===== config.mk =====
export PLATFORM = sky130hd
export DESIGN_NAME = port_pattern_match_interrupt
export DESIGN_NICKNAME = d
export VERILOG_FILES = /design/src/verilog/match_irq_pkg.sv /design/src/verilog/match_persist.sv /design/src/verilog/port_pattern_match_interrupt.sv
export SDC_FILE = /design/constraint.sdc
export NUM_CORES = 1
export LEC_CHECK = 0
export ABC_AREA = 0
export BUFFER_PORTS_ARGS = -buffer_cell sky130_fd_sc_hd__buf_2
export CAP_MARGIN = 25
export CORE_ASPECT_RATIO = 1.5
export CORE_MARGIN = 2
export CORE_UTILIZATION = 55
export CTS_BUF_LIST = sky130_fd_sc_hd__clkbuf_2
export CTS_CLUSTER_DIAMETER = 200
export CTS_CLUSTER_SIZE = 16
export DETAILED_ROUTE_END_ITERATION = 8
export GPL_ROUTABILITY_DRIVEN = 1
export HOLD_SLACK_MARGIN = 0.02
export PLACE_DENSITY = 0.89
export RECOVER_POWER = 50
export SLEW_MARGIN = 0
export SYNTH_ARGS = -nofsm -noshare
export SYNTH_HDL_FRONTEND = slang
export SYNTH_HIERARCHICAL = 1
export SYNTH_SLANG_ARGS = --single-unit

===== constraint.sdc =====
create_clock -name sys_clk_i -period 3.9 [get_ports sys_clk_i]
set_clock_uncertainty 0.15 [all_clocks]
set_input_delay 0.39 -clock sys_clk_i [delete_from_list [all_inputs] [get_ports sys_clk_i]]
set_output_delay 0.39 -clock sys_clk_i [all_outputs]
set_load 0.02 [all_outputs]

===== src/verilog/match_irq_pkg.sv =====
package match_irq_pkg;

	//////////////////////////////////////////////////////////////////////////
	// Register byte offsets
	localparam logic [7:0] OFS_PIN_TRIGGER_MASK = 8'h00;
	localparam logic [7:0] OFS_MATCH_PATTERN = 8'h04;
	localparam logic [7:0] OFS_MATCH_CONTROL = 8'h08;
	localparam logic [7:0] OFS_IRQ_STATUS = 8'h0C;
	localparam logic [7:0] OFS_IRQ_MASK = 8'h10;
	localparam logic [7:0] OFS_PORT_LEVEL = 8'h14;

	//////////////////////////////////////////////////////////////////////////
	// Control and interrupt fields
	localparam int CTRL_FLAG_BIT = 0;
	localparam int CTRL_POLARITY_BIT = 1;
	localparam int CTRL_ACTIVE_BIT = 2;
	localparam int IRQ_MATCH_BIT = 0;

	//////////////////////////////////////////////////////////////////////////
	// Reset values
	localparam logic [7:0] RST_PIN_TRIGGER_MASK = 8'h00;
	localparam logic [7:0] RST_MATCH_PATTERN = 8'h00;
	localparam logic RST_POLARITY = 1'b0;
	localparam logic RST_ACTIVE = 1'b0;
	localparam logic RST_IRQ_MASK = 1'b0;

	//////////////////////////////////////////////////////////////////////////
	// Timing: condition must hold longer than this many cpu_clock cycles
	localparam int MATCH_HOLD_CYCLES = 6;
	localparam logic [2:0] MATCH_SET_COUNT = 3'(MATCH_HOLD_CYCLES + 1);

	//////////////////////////////////////////////////////////////////////////
	// Bus responses
	localparam logic [1:0] RESP_OKAY = 2'h0;
	localparam logic [1:0] RESP_SLVERR = 2'h2;

endpackage : match_irq_pkg


===== src/verilog/match_persist.sv =====
`timescale 1ns/1ns
`default_nettype none
module match_persist (
	// Clock and reset
	input wire logic sys_clk_i,
	input wire logic rst_n_i,
	// Condition in, qualified level out
	input wire logic cond_i,
	output logic held_o
);

	logic [2:0] run_reg;
	logic [2:0] run_next;
	wire at_limit = (run_reg == match_irq_pkg::MATCH_SET_COUNT);

	// Consecutive-cycle counter, saturating
	assign run_next = !cond_i ? 3'h0 : (at_limit ? run_reg : run_reg + 3'h1);

	always_ff @(posedge sys_clk_i or negedge rst_n_i) begin
		if (!rst_n_i) begin
			run_reg <= 3'h0;
		end else begin
			run_reg <= run_next;
		end
	end

	assign held_o = at_limit;

endmodule : match_persist
`default_nettype wire


===== src/verilog/port_pattern_match_interrupt.sv =====
// The placing of the registers and the AXI4-Lite interface to the registers were decided locally.
`timescale 1ns/1ns
`default_nettype none
module port_pattern_match_interrupt (
	// Clock and reset
	input wire logic sys_clk_i,
	input wire logic rst_n_i,
	// Port pins
	input wire logic [7:0] port_pins_i,
	// AXI4-Lite write address
	input wire logic [7:0] s_axi_awaddr_i,
	input wire logic s_axi_awvalid_i,
	output logic s_axi_awready_o,
	// AXI4-Lite write data
	input wire logic [31:0] s_axi_wdata_i,
	input wire logic [3:0] s_axi_wstrb_i,
	input wire logic s_axi_wvalid_i,
	output logic s_axi_wready_o,
	// AXI4-Lite write response
	output logic [1:0] s_axi_bresp_o,
	output logic s_axi_bvalid_o,
	input wire logic s_axi_bready_i,
	// AXI4-Lite read address
	input wire logic [7:0] s_axi_araddr_i,
	input wire logic s_axi_arvalid_i,
	output logic s_axi_arready_o,
	// AXI4-Lite read data
	output logic [31:0] s_axi_rdata_o,
	output logic [1:0] s_axi_rresp_o,
	output logic s_axi_rvalid_o,
	input wire logic s_axi_rready_i,
	// Interrupt and wake
	output logic irq_o,
	output logic wake_req_o
);

	//////////////////////////////////////////////////////////////////////////
	// Reset release
	logic rst_sync1_reg;
	logic rst_sync2_reg;
	wire rst_n = rst_sync2_reg;

	always_ff @(posedge sys_clk_i or negedge rst_n_i) begin
		if (!rst_n_i) begin
			rst_sync1_reg <= 1'b0;
			rst_sync2_reg <= 1'b0;
		end else begin
			rst_sync1_reg <= 1'b1;
			rst_sync2_reg <= rst_sync1_reg;
		end
	end

	//////////////////////////////////////////////////////////////////////////
	// Port pin synchroniser
	logic [7:0] port_meta_reg;
	logic [7:0] port_sync_reg;

	always_ff @(posedge sys_clk_i or negedge rst_n) begin
		if (!rst_n) begin
			port_meta_reg <= 8'hFF;
			port_sync_reg <= 8'hFF;
		end else begin
			port_meta_reg <= port_pins_i;
			port_sync_reg <= port_meta_reg;
		end
	end

	//////////////////////////////////////////////////////////////////////////
	// Register state
	logic [7:0] pin_trigger_mask_reg;
	logic [7:0] match_pattern_reg;
	logic match_polarity_select_reg;
	logic match_active_reg;
	logic match_flag_reg;
	logic irq_mask_reg;
	logic irq_reg;
	logic wake_reg;

	//////////////////////////////////////////////////////////////////////////
	// Match condition
	wire [7:0] pin_diff = (port_sync_reg ^ match_pattern_reg) & pin_trigger_mask_reg;
	wire any_pin_enabled = |pin_trigger_mask_reg;
	wire pins_differ = |pin_diff;
	wire pattern_match = match_polarity_select_reg ? pins_differ : !pins_differ;
	wire match_cond = match_active_reg && any_pin_enabled && pattern_match;
	wire match_held;

	match_persist u_persist (
		.sys_clk_i(sys_clk_i),
		.rst_n_i(rst_n),
		.cond_i(match_cond),
		.held_o(match_held)
	);

	wire flag_set = match_held && match_active_reg;

	//////////////////////////////////////////////////////////////////////////
	// Write channel
	logic aw_full_reg;
	logic w_full_reg;
	logic [7:0] aw_addr_reg;
	logic [31:0] w_data_reg;
	logic [3:0] w_strb_reg;
	logic awready_reg;
	logic wready_reg;
	logic bvalid_reg;
	logic [1:0] bresp_reg;

	wire aw_take = s_axi_awvalid_i && awready_reg;
	wire w_take = s_axi_wvalid_i && wready_reg;
	wire wr_do = aw_full_reg && w_full_reg && !bvalid_reg;
	wire aw_full_next = aw_take || (aw_full_reg && !wr_do);
	wire w_full_next = w_take || (w_full_reg && !wr_do);
	wire bvalid_next = wr_do || (bvalid_reg && !s_axi_bready_i);
	wire wr_lane0 = wr_do && w_strb_reg[0];

	wire wr_hit_mask = (aw_addr_reg == match_irq_pkg::OFS_PIN_TRIGGER_MASK);
	wire wr_hit_pattern = (aw_addr_reg == match_irq_pkg::OFS_MATCH_PATTERN);
	wire wr_hit_control = (aw_addr_reg == match_irq_pkg::OFS_MATCH_CONTROL);
	wire wr_hit_status = (aw_addr_reg == match_irq_pkg::OFS_IRQ_STATUS);
	wire wr_hit_irq_mask = (aw_addr_reg == match_irq_pkg::OFS_IRQ_MASK);
	wire wr_hit_level = (aw_addr_reg == match_irq_pkg::OFS_PORT_LEVEL);
	wire wr_mapped = wr_hit_mask || wr_hit_pattern || wr_hit_control || wr_hit_status || wr_hit_irq_mask
		|| wr_hit_level;

	wire flag_clear_ctrl = wr_lane0 && wr_hit_control && w_data_reg[match_irq_pkg::CTRL_FLAG_BIT];
	wire flag_clear_stat = wr_lane0 && wr_hit_status && w_data_reg[match_irq_pkg::IRQ_MATCH_BIT];
	wire flag_clear = flag_clear_ctrl || flag_clear_stat;
	wire flag_next = flag_set || (match_flag_reg && !flag_clear);

	always_ff @(posedge sys_clk_i or negedge rst_n) begin
		if (!rst_n) begin
			aw_full_reg <= 1'b0;
			w_full_reg <= 1'b0;
			awready_reg <= 1'b0;
			wready_reg <= 1'b0;
			bvalid_reg <= 1'b0;
			bresp_reg <= match_irq_pkg::RESP_OKAY;
		end else begin
			aw_full_reg <= aw_full_next;
			w_full_reg <= w_full_next;
			awready_reg <= !aw_full_next;
			wready_reg <= !w_full_next;
			bvalid_reg <= bvalid_next;
			if (wr_do) begin
				bresp_reg <= wr_mapped ? match_irq_pkg::RESP_OKAY : match_irq_pkg::RESP_SLVERR;
			end
		end
	end

	always_ff @(posedge sys_clk_i) begin
		if (aw_take) begin
			aw_addr_reg <= s_axi_awaddr_i;
		end
		if (w_take) begin
			w_data_reg <= s_axi_wdata_i;
			w_strb_reg <= s_axi_wstrb_i;
		end
	end

	//////////////////////////////////////////////////////////////////////////
	// Register updates
	always_ff @(posedge sys_clk_i or negedge rst_n) begin
		if (!rst_n) begin
			pin_trigger_mask_reg <= match_irq_pkg::RST_PIN_TRIGGER_MASK;
			match_pattern_reg <= match_irq_pkg::RST_MATCH_PATTERN;
			match_polarity_select_reg <= match_irq_pkg::RST_POLARITY;
			match_active_reg <= match_irq_pkg::RST_ACTIVE;
			irq_mask_reg <= match_irq_pkg::RST_IRQ_MASK;
		end else if (wr_lane0) begin
			if (wr_hit_mask) begin
				pin_trigger_mask_reg <= w_data_reg[7:0];
			end
			if (wr_hit_pattern) begin
				match_pattern_reg <= w_data_reg[7:0];
			end
			if (wr_hit_control) begin
				match_polarity_select_reg <= w_data_reg[match_irq_pkg::CTRL_POLARITY_BIT];
				match_active_reg <= w_data_reg[match_irq_pkg::CTRL_ACTIVE_BIT];
			end
			if (wr_hit_irq_mask) begin
				irq_mask_reg <= w_data_reg[match_irq_pkg::IRQ_MATCH_BIT];
			end
		end
	end

	//////////////////////////////////////////////////////////////////////////
	// Flag, interrupt and wake
	always_ff @(posedge sys_clk_i or negedge rst_n) begin
		if (!rst_n) begin
			match_flag_reg <= 1'b0;
			irq_reg <= 1'b0;
			wake_reg <= 1'b0;
		end else begin
			match_flag_reg <= flag_next;
			irq_reg <= match_flag_reg && irq_mask_reg;
			wake_reg <= match_flag_reg && irq_mask_reg;
		end
	end

	//////////////////////////////////////////////////////////////////////////
	// Read channel
	logic arready_reg;
	logic rvalid_reg;
	logic [31:0] rdata_reg;
	logic [1:0] rresp_reg;

	wire ar_take = s_axi_arvalid_i && arready_reg;
	wire rvalid_next = ar_take || (rvalid_reg && !s_axi_rready_i);

	wire rd_hit_mask = (s_axi_araddr_i == match_irq_pkg::OFS_PIN_TRIGGER_MASK);
	wire rd_hit_pattern = (s_axi_araddr_i == match_irq_pkg::OFS_MATCH_PATTERN);
	wire rd_hit_control = (s_axi_araddr_i == match_irq_pkg::OFS_MATCH_CONTROL);
	wire rd_hit_status = (s_axi_araddr_i == match_irq_pkg::OFS_IRQ_STATUS);
	wire rd_hit_irq_mask = (s_axi_araddr_i == match_irq_pkg::OFS_IRQ_MASK);
	wire rd_hit_level = (s_axi_araddr_i == match_irq_pkg::OFS_PORT_LEVEL);
	wire rd_mapped = rd_hit_mask || rd_hit_pattern || rd_hit_control || rd_hit_status || rd_hit_irq_mask
		|| rd_hit_level;

	wire [7:0] control_view = {5'h00, match_active_reg, match_polarity_select_reg, match_flag_reg};
	wire [7:0] rd_byte = ({8{rd_hit_mask}} & pin_trigger_mask_reg)
		| ({8{rd_hit_pattern}} & match_pattern_reg)
		| ({8{rd_hit_control}} & control_view)
		| ({8{rd_hit_status}} & {7'h00, match_flag_reg})
		| ({8{rd_hit_irq_mask}} & {7'h00, irq_mask_reg})
		| ({8{rd_hit_level}} & port_sync_reg);

	always_ff @(posedge sys_clk_i or negedge rst_n) begin
		if (!rst_n) begin
			arready_reg <= 1'b0;
			rvalid_reg <= 1'b0;
			rdata_reg <= 32'h0000_0000;
			rresp_reg <= match_irq_pkg::RESP_OKAY;
		end else begin
			arready_reg <= !rvalid_next;
			rvalid_reg <= rvalid_next;
			if (ar_take) begin
				rdata_reg <= {24'h000000, rd_byte};
				rresp_reg <= rd_mapped ? match_irq_pkg::RESP_OKAY : match_irq_pkg::RESP_SLVERR;
			end
		end
	end

	//////////////////////////////////////////////////////////////////////////
	// Outputs
	assign s_axi_awready_o = awready_reg;
	assign s_axi_wready_o = wready_reg;
	assign s_axi_bvalid_o = bvalid_reg;
	assign s_axi_bresp_o = bresp_reg;
	assign s_axi_arready_o = arready_reg;
	assign s_axi_rvalid_o = rvalid_reg;
	assign s_axi_rdata_o = rdata_reg;
	assign s_axi_rresp_o = rresp_reg;
	assign irq_o = irq_reg;
	assign wake_req_o = wake_reg;

	//////////////////////////////////////////////////////////////////////////
	// Checks
	logic [3:0] cond_run_reg;
	wire [7:0] seen_masked = port_sync_reg & pin_trigger_mask_reg;
	wire [7:0] want_masked = match_pattern_reg & pin_trigger_mask_reg;

	always_ff @(posedge sys_clk_i or negedge rst_n) begin
		if (!rst_n) begin
			cond_run_reg <= 4'h0;
		end else if (!match_cond) begin
			cond_run_reg <= 4'h0;
		end else if (cond_run_reg != 4'hF) begin
			cond_run_reg <= cond_run_reg + 4'h1;
		end
	end
endmodule : port_pattern_match_interrupt
`default_nettype wire


==> impl_metrics.yaml <==
critical_path:
  cp.required_ns: 4.15
  max_stage_delay_ns: 0.59
  cp_max_fo: 8
  critPathKind: "reg -> reg"
  end_kind: "flip-flop"
  critical-path-slowest-cell: "or4_4"
  cp_cell_sequence: "or4_4 > nor4_4 > nand2_2 > mux2_2"
  cp.arrival_ns: 2.43
  start_kind: "flip-flop"
finish:
  stdcell_area_um2: 3850
  antenna_cells: 0
  nets: 388
  drive_gt1_frac: 0.370
  syn_to_final_growth_pct: 21.5
synthesis:
  synth.most_common_cell: "dfrtp_1"
  synth_commonest_cells: "dfrtp_1 (43), buf_4 (27), mux2_2 (26), edfxtp_1 (17), dfstp_2 (16)"
  ys_seq_area_frac: 0.633
  synth_area_um2: 3170
  synth_edf_count: 17
  ys.flop_type: "dfrtp_1"
  synthTopCellsByArea: "dfrtp_1 (34%), edfxtp_1 (16%), dfstp_2 (13%)"
  postSynthCellCount: 228
  ys_ff_latch: 76
  synth_top_area_share: 0.339
  postSynth.asyncResetShare: 0.776
  syn_area_per_cell_um2: 13.9
  yosys.area.top_type: "dfrtp_1"
  yosysUniqueCellTypes: 35
  yosysWarnings: 6
timing:
  grt_setup_unrepaired: "no"
  hold_viol_final: 0
  tns_ns: 0
  finalCriticalPeriod_ns: 2.18
  fmax_mhz: 458
  fin_crit_sh: 0.559
  slew_violations: 0
  relSlewSlack: 0.490
  worst_pin_slew_ns: 0.765
  setup_viol: 0
drt:
  drtIter0Drc: 98
  wl_um: 5860
  routedWlPerCell_um: 14.9
  viasPerCell: 5.14
  postRouteAntennaNets: 0
  drc_errors: 0
  first_pass_iters: 4
  vias: 2027
run:
  cap_violations: 0
global_route:
  antenna_found_initial: 0
  grt_max_degree: 39
  grt_pass1_wl_um: 9560
  grt_pass1_vias: 2116
  grt_use_total: 0.202
  overflow: 0
hold_path:
  hold_class: "in -> reg"
power_and_ir_drop:
  p_int_mw: 1.23
  ir_worst_vdd_mv: 0.397
  p_sw_uw: 494
  power_frac_clock: 0.277
  pwr-share-seq: 0.569
  leakagePower_nw: 1.84
  sw_frac_of_total: 0.286
  power_density_nw_per_um2: 448
  pwr-share-comb: 0.154
clock_tree:
  cts_resized: 0
  clk-insertion-delay-late_ns: 0.50
  root_buffer: "clkbuf_2"
  path_clk_slew_ns: 0.20
  ctsHoldBuffers: 29
  clock_path_buffers: 2
  h-tree-depth: 3
  post_cts_buffers: 0
  clock-sinks: 76
  cts_buffers: 9
  tritoncts: "yes"
run_status:
  outcome: "completed"
die:
  core_um2: 5530
  io_pins: 110
  start_util: 0.573
  dieWidth_um: 66.0
  die-area_um2: 6400
  num_rows: 33
  dieHeight_um: 97.0
place:
  hpwl_um: 3840
  gp_congestion: 0.797
  dpl_cell_area_um2: 3420
  io_buffer_count: 56
[power by group through the flow]
stage	Clock (mW)	Sequential, mW	Combinational, mW
after floorplan	0	1.01	0.148
after global placement	0	0.985	0.229
after detailed placement	0	0.990	0.238
after CTS	0.482	0.978	0.262
after global routing	0.522	0.993	0.292
final	0.478	0.983	0.267
[critical path: cells and delay by family, from the launching register on]
kind	cells	cell delay, ns
multiplexers	1	0.33
AND/OR/NAND/NOR	3	1.19
flip-flops	1	0.42
[area by class of cell]
type	count	area (um2)
Multi-Input combinational cell	140	1020
Timing Repair Buffer	86	578
Inverter	6	22.5
Sequential cell	76	2010
Tap cell	70	87.6
Fill cell	355	1680
Clock buffer	10	50.0
Clock inverter	6	88.8
[through the flow]
step	setup slack [ns]	power (mW)	utilization	std cells	hold WS [ns]
final	1.72	1.73	0.696	394	0.111
after CTS	1.72	1.72	0.696	394	0.0758
after global placement	1.80	1.21	0.619	349	0.0260
after floorplan	1.91	1.16	-	253	-0.0556
after detailed placement	1.76	1.23	0.619	349	0.0261
after global routing	1.57	1.81	0.696	394	0.0847
[kinds of logic after synthesis]
family	synth area share
flops	0.633
simple gates	0.0785
buf+inv	0.0758
compound gates	0.0687
mux	0.109
xor+xnor	0.0249
fa+ha+maj	0.00789
other cells	0.00237
[placed cells by master (no fill, tap or decap), drive strengths merged, types with 3 or more instances in the layout]
cell,netlist,layout
buf,27,57
dfrtp,43,43
dlygate4sd3,0,29
conb,2,27
mux2,26,26
edfxtp,17,17
dfstp,16,16
nand2,12,12
a22oi,11,11
clkbuf,4,10
xor2,8,8
o21ai,7,7
inv,6,6
nand3,6,6
o31ai,5,5
a22o,4,4
nor2,4,4
nand3b,4,4
and2,4,4
mux2i,3,3
nor4,3,3
[path summary, 6_finish.rpt]
kind,end,from,slack [ns],cells after the start
worst max-delay path,pin_trigger_mask_reg[6],aw_addr_reg[0],1.72,4
worst min-delay path,s_axi_rresp_o[1],s_axi_araddr_i[3],0.11,3
worst max register to register,pin_trigger_mask_reg[6],aw_addr_reg[0],1.72,4
worst min register to register,s_axi_rdata_o[0],rst_n,0.16,0
max in group asynchronous,port_meta_reg[1],rst_n,2.45,1
min in group asynchronous,s_axi_rdata_o[0],rst_n,0.16,0
[per-layer routing]
layer | wire length [um] | global-route usage
met1 | 2140 | 0.229
met2 | 3230 | 0.347
met3 | 304 | 0.0453
met4 | 188 | 0.102
met5 | 0 | 0
Power figures use the tool's default switching activity.
